## src/pkg/icd_pkg.sv

```systemverilog
// Purpose: Constants and types for the image capture DMA channel register block.
// Assumes: Avalon-MM word addressing, 250 MHz clock.
// Notes:   Offsets below are word indices; byte address is four times the index.
//
// Functional notes
// - Writing one to off-register bit 1 disables the codec channel; poll status.
// - Status register bit 0 preview, bit 1 codec enabled; resets to zero.
// - Preview image base address held in bits 31..2; bits 1..0 reserved.
// - Codec image base address held in bits 31..2; low bits reserved, reset zero.
// - Preview descriptor address held word aligned in bits 31..2.
// - Codec descriptor address held word aligned in bits 31..2.
// - Preview control bit 0 enables descriptor fetch.
// - Preview control bit 1 enables descriptor writeback.
// - Preview control bit 2 set suppresses the preview done flag.
// - Preview descriptor word bit 3 written as one at transfer end if writeback.
// - Codec control bit 0 enables descriptor fetch.
// - Codec control bit 1 enables descriptor writeback.
// - Codec control bit 2 set suppresses the codec done flag.
// - Codec descriptor word bit 3 written as one at transfer end if writeback.
// - Protection control bit 0 turns protection on or off when key matches.
// - Key 0x495349 in bits 31..8 required; other keys ignore the write.
// - Violation kind 1 records blocked protected write; status read clears all.
// - Kind 2 records software reset while protected; 3 when both occurred.
// - Violation origin codes 1..9 name last offending protected register; 0 none.
// - Writing one to off-register bit 0 disables the preview channel.
// - Writing one to on-register bit 0 or 1 enables that channel; zero no effect.
// - Sync pending set while a status change settles; changes refused meanwhile.
package icd_pkg;
  localparam int          ADDR_W        = 5;
  localparam int          NUM_CH        = 2;
  localparam int          NUM_PROT      = 9;
  // Register word indices
  localparam logic [4:0]  IDX_CHAN_ON   = 5'h00;
  localparam logic [4:0]  IDX_CHAN_OFF  = 5'h01;
  localparam logic [4:0]  IDX_CHAN_STAT = 5'h02;
  localparam logic [4:0]  IDX_P_BASE    = 5'h03;
  localparam logic [4:0]  IDX_P_CTRL    = 5'h04;
  localparam logic [4:0]  IDX_P_DESC    = 5'h05;
  localparam logic [4:0]  IDX_C_BASE    = 5'h06;
  localparam logic [4:0]  IDX_C_CTRL    = 5'h07;
  localparam logic [4:0]  IDX_C_DESC    = 5'h08;
  localparam logic [4:0]  IDX_WP_CTRL   = 5'h09;
  localparam logic [4:0]  IDX_WP_STAT   = 5'h0A;
  localparam logic [4:0]  IDX_SYNC_STAT = 5'h0B;
  localparam logic [4:0]  IDX_PROT_LO   = 5'h0C;
  localparam logic [4:0]  IDX_PROT_HI   = 5'h14;
  // Field positions
  localparam int          CTRL_FETCH    = 0;
  localparam int          CTRL_WB       = 1;
  localparam int          CTRL_MASK     = 2;
  localparam int          DESC_DONE     = 3;
  localparam int          WP_EN_POS     = 0;
  localparam int          WP_KEY_LO     = 8;
  localparam int          WP_SRC_LO     = 8;
  localparam logic [23:0] WP_KEY        = 24'h495349;
  localparam logic [1:0]  KIND_WRITE    = 2'h1;
  localparam logic [1:0]  KIND_SWRST    = 2'h2;
  localparam logic [31:0] RESET_WORD    = 32'h00000000;
  // Timing
  localparam int          CLK_PERIOD_NS = 4;
  localparam int          SYNC_TIME_NS  = 16;
  localparam logic [3:0]  SYNC_CYCLES   = 4'((SYNC_TIME_NS + CLK_PERIOD_NS - 1) / CLK_PERIOD_NS);
  typedef logic [NUM_PROT-1:0][31:0] icd_prot_t;
endpackage

```

## src/hdl/icd_dma_regs.sv

```systemverilog
// Purpose: Register interface of the preview and codec DMA channels with write protection.
// Assumes: Single clock, Avalon-MM slave with one wait state on every access.
// Notes:   Channel state changes are followed by a short settle window.
`timescale 1ns/100ps
`default_nettype none
module icd_dma_regs (
  input  wire logic                       SYS_CLK_IN,               // 250 MHz clock
  input  wire logic                       RST_IN,                   // Async reset, high
  input  wire logic [icd_pkg::ADDR_W-1:0] AVS_ADDRESS_IN,           // Word address
  input  wire logic                       AVS_READ_IN,              // Read request
  input  wire logic                       AVS_WRITE_IN,             // Write request
  input  wire logic [31:0]                AVS_WRITEDATA_IN,         // Write data
  input  wire logic [3:0]                 AVS_BYTEENABLE_IN,        // Byte lanes
  output logic      [31:0]                AVS_READDATA_OUT,         // Read data
  output logic                            AVS_WAITREQUEST_OUT,      // Stall
  input  wire logic                       SOFT_RST_EVENT_IN,        // Unit software reset pulse
  input  wire logic                       PREVIEW_XFER_END_IN,      // Preview transfer end
  input  wire logic                       CODEC_XFER_END_IN,        // Codec transfer end
  output logic                            PREVIEW_CHAN_STATE_OUT,   // Preview enabled
  output logic                            CODEC_CHAN_STATE_OUT,     // Codec enabled
  output logic                            SYNC_PENDING_OUT,         // Status settling
  output logic      [31:0]                PREVIEW_IMG_BASE_OUT,     // Preview base address
  output logic      [31:0]                PREVIEW_DESC_PTR_OUT,     // Preview descriptor
  output logic      [31:0]                CODEC_IMG_BASE_OUT,       // Codec base address
  output logic      [31:0]                CODEC_DESC_PTR_OUT,       // Codec descriptor
  output logic                            PREVIEW_FETCH_EN_OUT,     // Preview fetch on
  output logic                            CODEC_FETCH_EN_OUT,       // Codec fetch on
  output logic                            PREVIEW_DESC_WR_OUT,      // Preview writeback pulse
  output logic                            CODEC_DESC_WR_OUT,        // Codec writeback pulse
  output logic      [31:0]                PREVIEW_DESC_WORD_OUT,    // Preview control word
  output logic      [31:0]                CODEC_DESC_WORD_OUT,      // Codec control word
  output logic                            PREVIEW_DONE_FLAG_OUT,    // Preview done pulse
  output logic                            CODEC_DONE_FLAG_OUT,      // Codec done pulse
  output icd_pkg::icd_prot_t              PROT_CFG_OUT              // Protected settings
);
  import icd_pkg::*;

  typedef struct packed {
    logic                        ack;
    logic [31:0]                 rdata;
    logic [NUM_CH-1:0]           on;
    logic [3:0]                  sync_cnt;
    logic [NUM_CH-1:0][29:0]     base;
    logic [NUM_CH-1:0][29:0]     desc;
    logic [NUM_CH-1:0][2:0]      ctrl;
    logic [NUM_CH-1:0]           desc_wr;
    logic [NUM_CH-1:0][31:0]     desc_word;
    logic [NUM_CH-1:0]           done_flag;
    logic                        wp_en;
    logic [1:0]                  wp_kind;
    logic [3:0]                  wp_src;
    icd_prot_t                   prot;
  } icd_state_t;

  icd_state_t state_r;
  icd_state_t state_nxt;

  logic              req;
  logic              wr_go;
  logic              rd_go;
  logic [31:0]       be_mask;
  logic [NUM_CH-1:0] xfer_end;
  logic              pend;

  assign req      = AVS_READ_IN | AVS_WRITE_IN;
  assign wr_go    = AVS_WRITE_IN & state_r.ack;
  assign rd_go    = AVS_READ_IN & state_r.ack;
  assign xfer_end = {CODEC_XFER_END_IN, PREVIEW_XFER_END_IN};
  assign pend     = (state_r.sync_cnt != 4'h0);
  assign be_mask  = {{8{AVS_BYTEENABLE_IN[3]}}, {8{AVS_BYTEENABLE_IN[2]}},
                     {8{AVS_BYTEENABLE_IN[1]}}, {8{AVS_BYTEENABLE_IN[0]}}};

  ////////////////////////////////////////////////////////////////////////////
  // Read mux
  function automatic logic [31:0] rd_mux(input icd_state_t s, input logic [4:0] a);
    logic [31:0] d;
    d = RESET_WORD;
    unique case (a)
      IDX_CHAN_STAT: d = {30'h0, s.on};
      IDX_P_BASE:    d = {s.base[0], 2'h0};
      IDX_P_CTRL:    d = {29'h0, s.ctrl[0]};
      IDX_P_DESC:    d = {s.desc[0], 2'h0};
      IDX_C_BASE:    d = {s.base[1], 2'h0};
      IDX_C_CTRL:    d = {29'h0, s.ctrl[1]};
      IDX_C_DESC:    d = {s.desc[1], 2'h0};
      IDX_WP_CTRL:   d = {31'h0, s.wp_en};
      IDX_WP_STAT:   d = {20'h0, s.wp_src, 6'h0, s.wp_kind};
      IDX_SYNC_STAT: d = {31'h0, s.sync_cnt != 4'h0};
      default: begin
        if (a >= IDX_PROT_LO && a <= IDX_PROT_HI) begin
          d = s.prot[4'(a - IDX_PROT_LO)];
        end
      end
    endcase
    return d;
  endfunction

  ////////////////////////////////////////////////////////////////////////////
  // Next state
  always_comb begin
    logic [3:0]  pidx;
    logic        viol;
    logic [31:0] wmix;
    pidx      = 4'h0;
    viol      = 1'b0;
    wmix      = 32'h0;
    state_nxt = state_r;
    state_nxt.ack = req & ~state_r.ack;
    if (req && !state_r.ack) begin
      state_nxt.rdata = rd_mux(state_r, AVS_ADDRESS_IN);
    end
    if (pend) begin
      state_nxt.sync_cnt = state_r.sync_cnt - 4'h1;
    end

    // Reading the protection status clears it; new events below still win
    if (rd_go && AVS_ADDRESS_IN == IDX_WP_STAT) begin
      state_nxt.wp_kind = 2'h0;
      state_nxt.wp_src  = 4'h0;
    end

    if (wr_go) begin
      unique case (AVS_ADDRESS_IN)
        IDX_CHAN_ON: begin
          if (!pend && AVS_BYTEENABLE_IN[0] && (AVS_WRITEDATA_IN[1:0] & ~state_r.on) != 2'h0) begin
            state_nxt.on       = state_r.on | AVS_WRITEDATA_IN[1:0];
            state_nxt.sync_cnt = SYNC_CYCLES;
          end
        end
        IDX_CHAN_OFF: begin
          if (!pend && AVS_BYTEENABLE_IN[0] && (AVS_WRITEDATA_IN[1:0] & state_r.on) != 2'h0) begin
            state_nxt.on       = state_r.on & ~AVS_WRITEDATA_IN[1:0];
            state_nxt.sync_cnt = SYNC_CYCLES;
          end
        end
        IDX_P_BASE: begin
          wmix = ({state_r.base[0], 2'h0} & ~be_mask) | (AVS_WRITEDATA_IN & be_mask);
          state_nxt.base[0] = wmix[31:2];
        end
        IDX_C_BASE: begin
          wmix = ({state_r.base[1], 2'h0} & ~be_mask) | (AVS_WRITEDATA_IN & be_mask);
          state_nxt.base[1] = wmix[31:2];
        end
        IDX_P_DESC: begin
          wmix = ({state_r.desc[0], 2'h0} & ~be_mask) | (AVS_WRITEDATA_IN & be_mask);
          state_nxt.desc[0] = wmix[31:2];
        end
        IDX_C_DESC: begin
          wmix = ({state_r.desc[1], 2'h0} & ~be_mask) | (AVS_WRITEDATA_IN & be_mask);
          state_nxt.desc[1] = wmix[31:2];
        end
        IDX_P_CTRL: begin
          if (AVS_BYTEENABLE_IN[0]) begin
            state_nxt.ctrl[0] = AVS_WRITEDATA_IN[2:0];
          end
        end
        IDX_C_CTRL: begin
          if (AVS_BYTEENABLE_IN[0]) begin
            state_nxt.ctrl[1] = AVS_WRITEDATA_IN[2:0];
          end
        end
        IDX_WP_CTRL: begin
          if (AVS_BYTEENABLE_IN == 4'hF && AVS_WRITEDATA_IN[31:WP_KEY_LO] == WP_KEY) begin
            state_nxt.wp_en = AVS_WRITEDATA_IN[WP_EN_POS];
          end
        end
        default: begin
          if (AVS_ADDRESS_IN >= IDX_PROT_LO && AVS_ADDRESS_IN <= IDX_PROT_HI) begin
            pidx = 4'(AVS_ADDRESS_IN - IDX_PROT_LO);
            if (state_r.wp_en) begin
              viol = 1'b1;
            end else begin
              state_nxt.prot[pidx] = (state_r.prot[pidx] & ~be_mask) | (AVS_WRITEDATA_IN & be_mask);
            end
          end
        end
      endcase
    end

    if (viol) begin
      state_nxt.wp_kind = state_nxt.wp_kind | KIND_WRITE;
      state_nxt.wp_src  = pidx + 4'h1;
    end
    if (SOFT_RST_EVENT_IN && state_r.wp_en) begin
      state_nxt.wp_kind = state_nxt.wp_kind | KIND_SWRST;
    end

    // Per channel transfer end: descriptor update and done flag
    for (int ch = 0; ch < NUM_CH; ch++) begin
      state_nxt.desc_wr[ch]   = xfer_end[ch] & state_r.on[ch] & state_r.ctrl[ch][CTRL_WB];
      state_nxt.done_flag[ch] = xfer_end[ch] & state_r.on[ch] & ~state_r.ctrl[ch][CTRL_MASK];
      if (xfer_end[ch]) begin
        state_nxt.desc_word[ch] = {28'h0, 1'b1, state_r.ctrl[ch]};
      end
    end
  end

  ////////////////////////////////////////////////////////////////////////////
  // State register
  always_ff @(posedge SYS_CLK_IN or posedge RST_IN) begin
    if (RST_IN) begin
      state_r <= '0;
    end else begin
      state_r <= state_nxt;
    end
  end

  ////////////////////////////////////////////////////////////////////////////
  // Outputs
  assign AVS_WAITREQUEST_OUT    = req & ~state_r.ack;
  assign AVS_READDATA_OUT       = state_r.rdata;
  assign PREVIEW_CHAN_STATE_OUT = state_r.on[0];
  assign CODEC_CHAN_STATE_OUT   = state_r.on[1];
  assign SYNC_PENDING_OUT       = pend;
  assign PREVIEW_IMG_BASE_OUT   = {state_r.base[0], 2'h0};
  assign CODEC_IMG_BASE_OUT     = {state_r.base[1], 2'h0};
  assign PREVIEW_DESC_PTR_OUT   = {state_r.desc[0], 2'h0};
  assign CODEC_DESC_PTR_OUT     = {state_r.desc[1], 2'h0};
  assign PREVIEW_FETCH_EN_OUT   = state_r.ctrl[0][CTRL_FETCH] & state_r.on[0];
  assign CODEC_FETCH_EN_OUT     = state_r.ctrl[1][CTRL_FETCH] & state_r.on[1];
  assign PREVIEW_DESC_WR_OUT    = state_r.desc_wr[0];
  assign CODEC_DESC_WR_OUT      = state_r.desc_wr[1];
  assign PREVIEW_DESC_WORD_OUT  = state_r.desc_word[0];
  assign CODEC_DESC_WORD_OUT    = state_r.desc_word[1];
  assign PREVIEW_DONE_FLAG_OUT  = state_r.done_flag[0];
  assign CODEC_DONE_FLAG_OUT    = state_r.done_flag[1];
  assign PROT_CFG_OUT           = state_r.prot;

  logic off_go;
  logic on_go;
  assign off_go = wr_go && AVS_ADDRESS_IN == IDX_CHAN_OFF && !pend && AVS_BYTEENABLE_IN[0];
  assign on_go  = wr_go && AVS_ADDRESS_IN == IDX_CHAN_ON && !pend && AVS_BYTEENABLE_IN[0];
endmodule
`default_nettype wire

```

## config.mk

```make
export PLATFORM = sky130hd
export DESIGN_NAME = icd_dma_regs
export DESIGN_NICKNAME = d
export VERILOG_FILES = /design/src/pkg/icd_pkg.sv /design/src/hdl/icd_dma_regs.sv
export SDC_FILE = /design/constraint.sdc
export NUM_CORES = 1
export LEC_CHECK = 0
export BUFFER_PORTS_ARGS = -buffer_cell sky130_fd_sc_hd__buf_2
export CORE_UTILIZATION = 30
export CTS_CLUSTER_DIAMETER = 50
export DETAILED_ROUTE_END_ITERATION = 12
export MAX_ROUTING_LAYER = met4
export PLACE_DENSITY = 0.58
export SKIP_CTS_REPAIR_TIMING = 1
export SLEW_MARGIN = 40
export SYNTH_ARGS = -nofsm -noshare
export SYNTH_HDL_FRONTEND = slang
export SYNTH_SLANG_ARGS = --single-unit
```

## constraint.sdc

```tcl
create_clock -name SYS_CLK_IN -period 28.3 [get_ports SYS_CLK_IN]
set_input_delay 1.415 -clock SYS_CLK_IN [delete_from_list [all_inputs] [get_ports SYS_CLK_IN]]
set_output_delay 1.415 -clock SYS_CLK_IN [all_outputs]
set_load 0.03 [all_outputs]
```

; Word-level counts from Yosys, hierarchy flattened
; Cells that the tools add are included.
[totals]
mem_count = 0
reg_bits = 472
out_inout_bits = 522
in_bits = 48
latchBits = 0
mem_bits_ro = 0
mem_bits_rw = 0
word_cells = 140
[classes]
addsub = 3
n_bitwise = 35
mul = 0
magnitude_cmp = 4
n_mux = 30
shift = 0
eq_ne = 15
reduce_logical = 27
n_div = 0
[op_table]
columns = op, n
row1 = 32-bit case mux with 10 select lines, 1
row2 = 288-bit bitwise mux, 1
row3 = 32-bit AND, 6
row4 = 32-bit bitwise OR, 5
row5 = 130-bit 2-to-1 mux, 1
row6 = 32-bit binary-select mux with 4-bit select, 1
row7 = 32-bit demux with 4-bit select, 1
row8 = 30-bit 2-to-1 mux, 4
row9 = 32-bit 2-to-1 mux, 3
row10 = 32-bit inverter, 1
row11 = "24-bit by 23-bit equality test with 1-bit output, second input constant", 1
row12 = "5-bit by 3-bit equality test with 1-bit output, second input constant", 4
row13 = "5-bit by 4-bit equality test with 1-bit output, second input constant", 4
row14 = 6-bit 2-to-1 mux, 3
row15 = 4-bit 2-to-1 mux, 4
row16 = 3-bit 2-to-1 mux, 4
row17 = 6-bit case mux with 2 select lines, 1
row18 = 1-bit AND, 11
row19 = "5-bit by 2-bit equality test with 1-bit output, second input constant", 2
row20 = 1-bit logical AND, 9
row21 = 3-bit AND reduction, 3
row22 = 9-bit OR reduction, 1
row23 = 2-bit AND reduction, 4
row24 = 4-bit AND reduction, 2
row25 = 22 further kinds, 37

; Longest topological paths before layout
[logic_depth]
depth_word = 8
ltp_mapped = 11

; Least setup slack after synthesis
; OpenSTA, ideal clock, no wires.
[synth_timing]
path_kind = input port to output port
start = input port AVS_WRITE_IN
end = output port AVS_WAITREQUEST_OUT
stages = 5
t_required_ns = 26.885
t_arrival_ns = 2.431
setup_slack_ns = 24.454
cell_sequence = nor2_1 or2_2 clkbuf_1 clkinv_1 clkbuf_1
[synth_via]
elab_chain_len = 2
[synth_lines]
columns = element, line_no
row1 = from (decl), icd_dma_regs.sv:11  ; input wire logic AVS_WRITE_IN,
row2 = 1-bit bitwise OR, icd_dma_regs.sv:65  ; assign req = AVS_READ_IN | AVS_WRITE_IN;
row3 = 1-bit AND, icd_dma_regs.sv:210  ; assign AVS_WAITREQUEST_OUT = req & ~state_r.ack;
row4 = to (decl), icd_dma_regs.sv:15  ; output logic AVS_WAITREQUEST_OUT,
; No other way between the ends.

; Worst setup path after layout
[layout_timing]
start = input port AVS_ADDRESS_IN[2] (netlist bit)
end = register state_r, in the netlist PROT_CFG_OUT[17]
[layout_via]
elab_chain_len = 6
word_cells_on_any_way = 26
[layout_lines]
columns = element, line_no
row1 = from (decl), icd_dma_regs.sv:9  ; input wire logic [icd_pkg::ADDR_W-1:0] AVS_ADDRESS_IN,
row2 = 4-bit subtractor, icd_dma_regs.sv:169  ; pidx = 4'(AVS_ADDRESS_IN - IDX_PROT_LO);
row3 = "4-bit by 5-bit less-than comparator with 1-bit output (implied by the code), or another cell as far along", icd_dma_regs.sv:173  ; state_nxt.prot[pidx] = (state_r.prot[pidx] & ~be_mask) | (AVS_WRITEDATA_IN & be_mask);
row4 = 1-bit logical AND (implied by the code) or 32-bit 2-to-1 mux (tied branches), icd_dma_regs.sv:173
row5 = 32-bit 2-to-1 mux (implied by the code) or 32-bit AND (tied branches), icd_dma_regs.sv:173
row6 = 32-bit demux with 4-bit select or 32-bit bitwise OR (tied branches), icd_dma_regs.sv:173
row7 = 288-bit bitwise mux, icd_dma_regs.sv:173
row8 = to (signal assigned), icd_dma_regs.sv:204  ; state_r <= state_nxt;
row9 = to (decl), icd_dma_regs.sv:55  ; icd_state_t state_r;
; Several ways; a longest one is shown, not always the timed one. The select of a mux whose other input is x is not followed.
; A chain may end at the register's enable or synchronous reset.

==> summary.md <==
The logs give 0.2190 for the overall routing resource usage and 95.57 mm for the final wirelength. The CTS buffer count is 74. The area of combinational cells with multiple inputs was 10,140 sq um. The starting density of the core is 0.3051, and the fraction of post-synthesis cell area in the top cell type by area is 0.4511.

Worst slew margin relative to its limit: 0.4326. For this design the top-level I/O count stands at 570. Counting every sink on the clock net gives 472. In this run the register-to-register setup slack is 25.48 ns.

The fraction of layout instances using a drive strength above 1 came out at 0.3757. The startpoint identified for the worst hold timing path is PREVIEW_DESC_WORD_OUT[3]. The library cell appearing most often on the critical path is sky130_fd_sc_hd__buf_4. For the reported max-cap violation count, the log shows 0.

Setup violations remaining at the end of the flow were counted as 0. The count of buffers from port buffering was 505. The floorplan has 107 rows.

The min-delay analysis places its worst path in the category reg2reg. A synthesized cell averages 11.83 sq um. The remaining antenna violation count after routing is 0, and the worst endpoint data arrival time is 4.57 ns. Clock latency on the worst-skew pair, taken at its later pin, is 0.61 ns. The initial antenna violation count was 6. The cell at the slowest stage of the critical path is sky130_fd_sc_hd__buf_4.

In this run the critical register-to-register path is launched from state_r[527]. Counting tap cells, the placed design contains a total of 3,332 instances. IR analysis of the VDD net gives a maximum drop of 0.05029 mV. Yosys printed 0 warnings. The final design area excluding fillers was 28,980 sq um; the routed wirelength normalized by instance count was 27.49 microns. Once detailed placement completed, the half-perimeter wirelength came to 67.74 mm. The via count of the first global-routing pass is 17,180. met2 is the most crowded layer. STA classifies the critical path endpoint as a flip-flop. The capture instance of the worst register-to-register path was PROT_CFG_OUT[166]. The violation count after the first detailed-route iteration was 1,076. Number of buffer and inverter instances along the worst setup path: 4. Root buffer selected by CTS: sky130_fd_sc_hd__clkbuf_16.

The synthesized design contains 0 enable-type register cells. For the global-route track usage on met2, the log shows 0.3411. The run finished with clean final reports.

Summed over all cells, the static leakage comes to 15.05 nW. The number of cells on the worst reg-to-reg path is 5, and the highest fanout seen on the critical path is 50. For the total count of max-transition violations in the final report, the log shows 0. The share of the clock period used by the worst path came out at 0.1428.

Clock-pin slew was measured on the worst setup and hold paths at 0.05 ns. The top achievable clock speed is 247.4 MHz. The number of cells on the worst hold path came out at 1. The die covers 88,460 sq um. Setup repair after global routing left no endpoint under its margin.

The number of hold violations in the final report came out at 0. The count of cell types in the netlist came out at 59. Post-route non-filler standard cell count: 3,476.

The x dimension of the die came out at 297.4 microns. TritonCTS built the clock tree. The flop and latch count out of synthesis was 472; the layout filler cell count was 8,720.

The critical path is of the in2reg type. The first detailed-routing pass took 5 iterations. The share of async-settable or async-resettable flops after synthesis was 1.000.

The critical path goes through buf_2 > inv_1 > ha_2 > buf_4 > and3_2 > buf_4 > nand3b_1 > o211ai_2 > mux2_1. In this design, the stage delay of the slowest critical-path cell is 0.54 ns. Maximum number of pins on one net before global-route repair: 95. The path with the worst hold slack has its endpoint at PREVIEW_DESC_WORD_OUT[3]. The met3 capacity usage during global routing was 0.04448; the sequential-to-total area share from yosys stat was 0.4511.

After detailed routing, the number of vias per cell comes to 4.963. In this run the number of H-tree levels came out at 3. At the pin with the least slew margin, the transition time is 0.8480 ns. The tools report the register cell area after layout as 11,810 sq um. For this run, the post-layout net count is 2,319.

The logs give 0.2945 for the global routing usage on met1 and 2,213 for the gate count of the mapped netlist. The worst path in the final design needs a cycle of 4.042 ns, including I/O delays and setup. The total overflow left after global routing is 0.

The die is 297.4 microns tall. For the final database, setup skew stands at 0.03351 ns. After synthesis the cells add up to 26,180 sq um. The final route contains 17,250 vias. Once placement finished, the instance area stood at 26,290 sq um. Setup total negative slack on the finished layout was measured at 0 ns. After detailed routing, the number of remaining DRC violations is 0. Of all cell types, the one taking the most synthesized area is sky130_fd_sc_hd__dfrtp_1. Relative to the synthesized area, the layout overhead comes to 10.68%. By area the synthesized netlist is led by sky130_fd_sc_hd__dfrtp_1 (45%), sky130_fd_sc_hd__buf_4 (15%), sky130_fd_sc_hd__mux2_1 (12%).

The tools report the startpoint kind of the worst setup timing path as a primary input. The commonest register cell after synthesis is sky130_fd_sc_hd__dfrtp_1. The power per unit of standard cell area was 74.99 nW/um^2; the global-route wire length before repair was 135.8 mm. Data on the critical path is required at its endpoint by 28.83 ns.

The final RePlAce weighted congestion came out at 0.8149. The tools report the floorplan core area as 85,820 sq um. Category of cells accounting for the largest share of critical-path delay: buffers and inverters.

No sink is reached through more buffers than the 3 on the longest clock path.
worst register-to-register path, stage by stage (launching register included):
cell	delay (ns)
sky130_fd_sc_hd__dfrtp_1	0.37
sky130_fd_sc_hd__and2_1	0.50
sky130_fd_sc_hd__o221ai_4	0.42
sky130_fd_sc_hd__nor4_4	0.34
sky130_fd_sc_hd__buf_4	0.64
sky130_fd_sc_hd__mux2_1	0.42
cells in the mapped netlist (all sizes together), types with 2 or more instances:
cell and count:
a221oi 56, a21oi 49, inv 11, o22a 31, mux2 421, or2 5, buf 572, a22oi 74
nand3 9, dfrtp 472, o21ai 34, nor4b 2, mux2i 131, clkbuf 54, nor4 10, xor2 2
and2 5, nor2 34, or4 3, nor3b 4, nor2b 12, nor3 5, nand4 2, nand3b 28
o211ai 29, ha 6, and3 6, nand2b 8, xnor2 3, nand4b 3, a21o 3, o22ai 2
o221ai 3, nand2 114
stage by stage:
stage / util / setup slack (ns) / power (W) / hold slack, ns
after CTS: 0.3371 / 24.28 / 0.002202 / 0.4611
after detailed placement: 0.3063 / 23.64 / 0.001211 / 0.4446
after global placement: 0.3055 / 23.44 / 0.001206 / 0.4440
after floorplan: - / 13.72 / 0.001141 / 0.4326
final: 0.3377 / 24.26 / 0.002173 / 0.4591
after global routing: 0.3375 / 24.15 / 0.002256 / 0.4971
area by class of cell:
type	instances	share of cell area
tap	1144	0.04939
clock buffer	95	0.07301
antenna	11	0.0009498
inverter	12	0.001813
clock inverter	37	0.01818
sequential	472	0.4076
timing repair buffer	539	0.09908
multi-input combinational	1166	0.3500
power breakdown:
| part | leakage (nW) | switching (W) | internal, W |
|---|---|---|---|
| clock network | 1.29 | 0.000353 | 0.000625 |
| logic | 7.35 | 0.000289 | 0.000115 |
| registers | 6.41 | 0.0000542 | 0.000738 |
placed cells by master (no fill, tap or decap), types with 31 or more instances in the layout:
cell	n
sky130_fd_sc_hd__buf_2	504
sky130_fd_sc_hd__dfrtp_1	472
sky130_fd_sc_hd__mux2_1	289
sky130_fd_sc_hd__mux2_2	132
sky130_fd_sc_hd__mux2i_1	131
sky130_fd_sc_hd__nand2_1	114
sky130_fd_sc_hd__clkbuf_16	78
sky130_fd_sc_hd__a22oi_1	74
sky130_fd_sc_hd__conb_1	64
sky130_fd_sc_hd__a221oi_1	56
sky130_fd_sc_hd__a21oi_1	48
sky130_fd_sc_hd__o22a_1	31
routing by layer:
layer / wire [microns] / vias to the layer above
met4: 1564 / 0
met5: 0 / -
li1: - / 7454
met1: 44060 / 9018
met2: 44520 / 685
met3: 5418 / 94
kinds of logic after synthesis:
kind of cell | count (synthesis) | synth area share
mux | 553 | 0.2320
buf+inv | 638 | 0.1725
simple gates | 254 | 0.05481
flops | 472 | 0.4511
xor+xnor | 5 | 0.001673
fa+ha+maj | 6 | 0.002867
compound gates | 284 | 0.08496
other cells | 1 | 0.0001432
worst max path at each step:
stage	slack, ns	cells after the start	endpoint	from
final	24.26	9	PROT_CFG_OUT[17]	AVS_ADDRESS_IN[2]
after global routing	24.15	9	PROT_CFG_OUT[17]	AVS_ADDRESS_IN[2]
after CTS	24.28	7	PROT_CFG_OUT[222]	AVS_ADDRESS_IN[1]
after detailed placement	23.64	7	PROT_CFG_OUT[83]	AVS_ADDRESS_IN[1]
after global placement	23.44	7	flip-flop	AVS_ADDRESS_IN[1]
after floorplan	13.72	1	AVS_READDATA_OUT[0]	RST_IN
No activity file was read; power rests on OpenSTA's default activity.
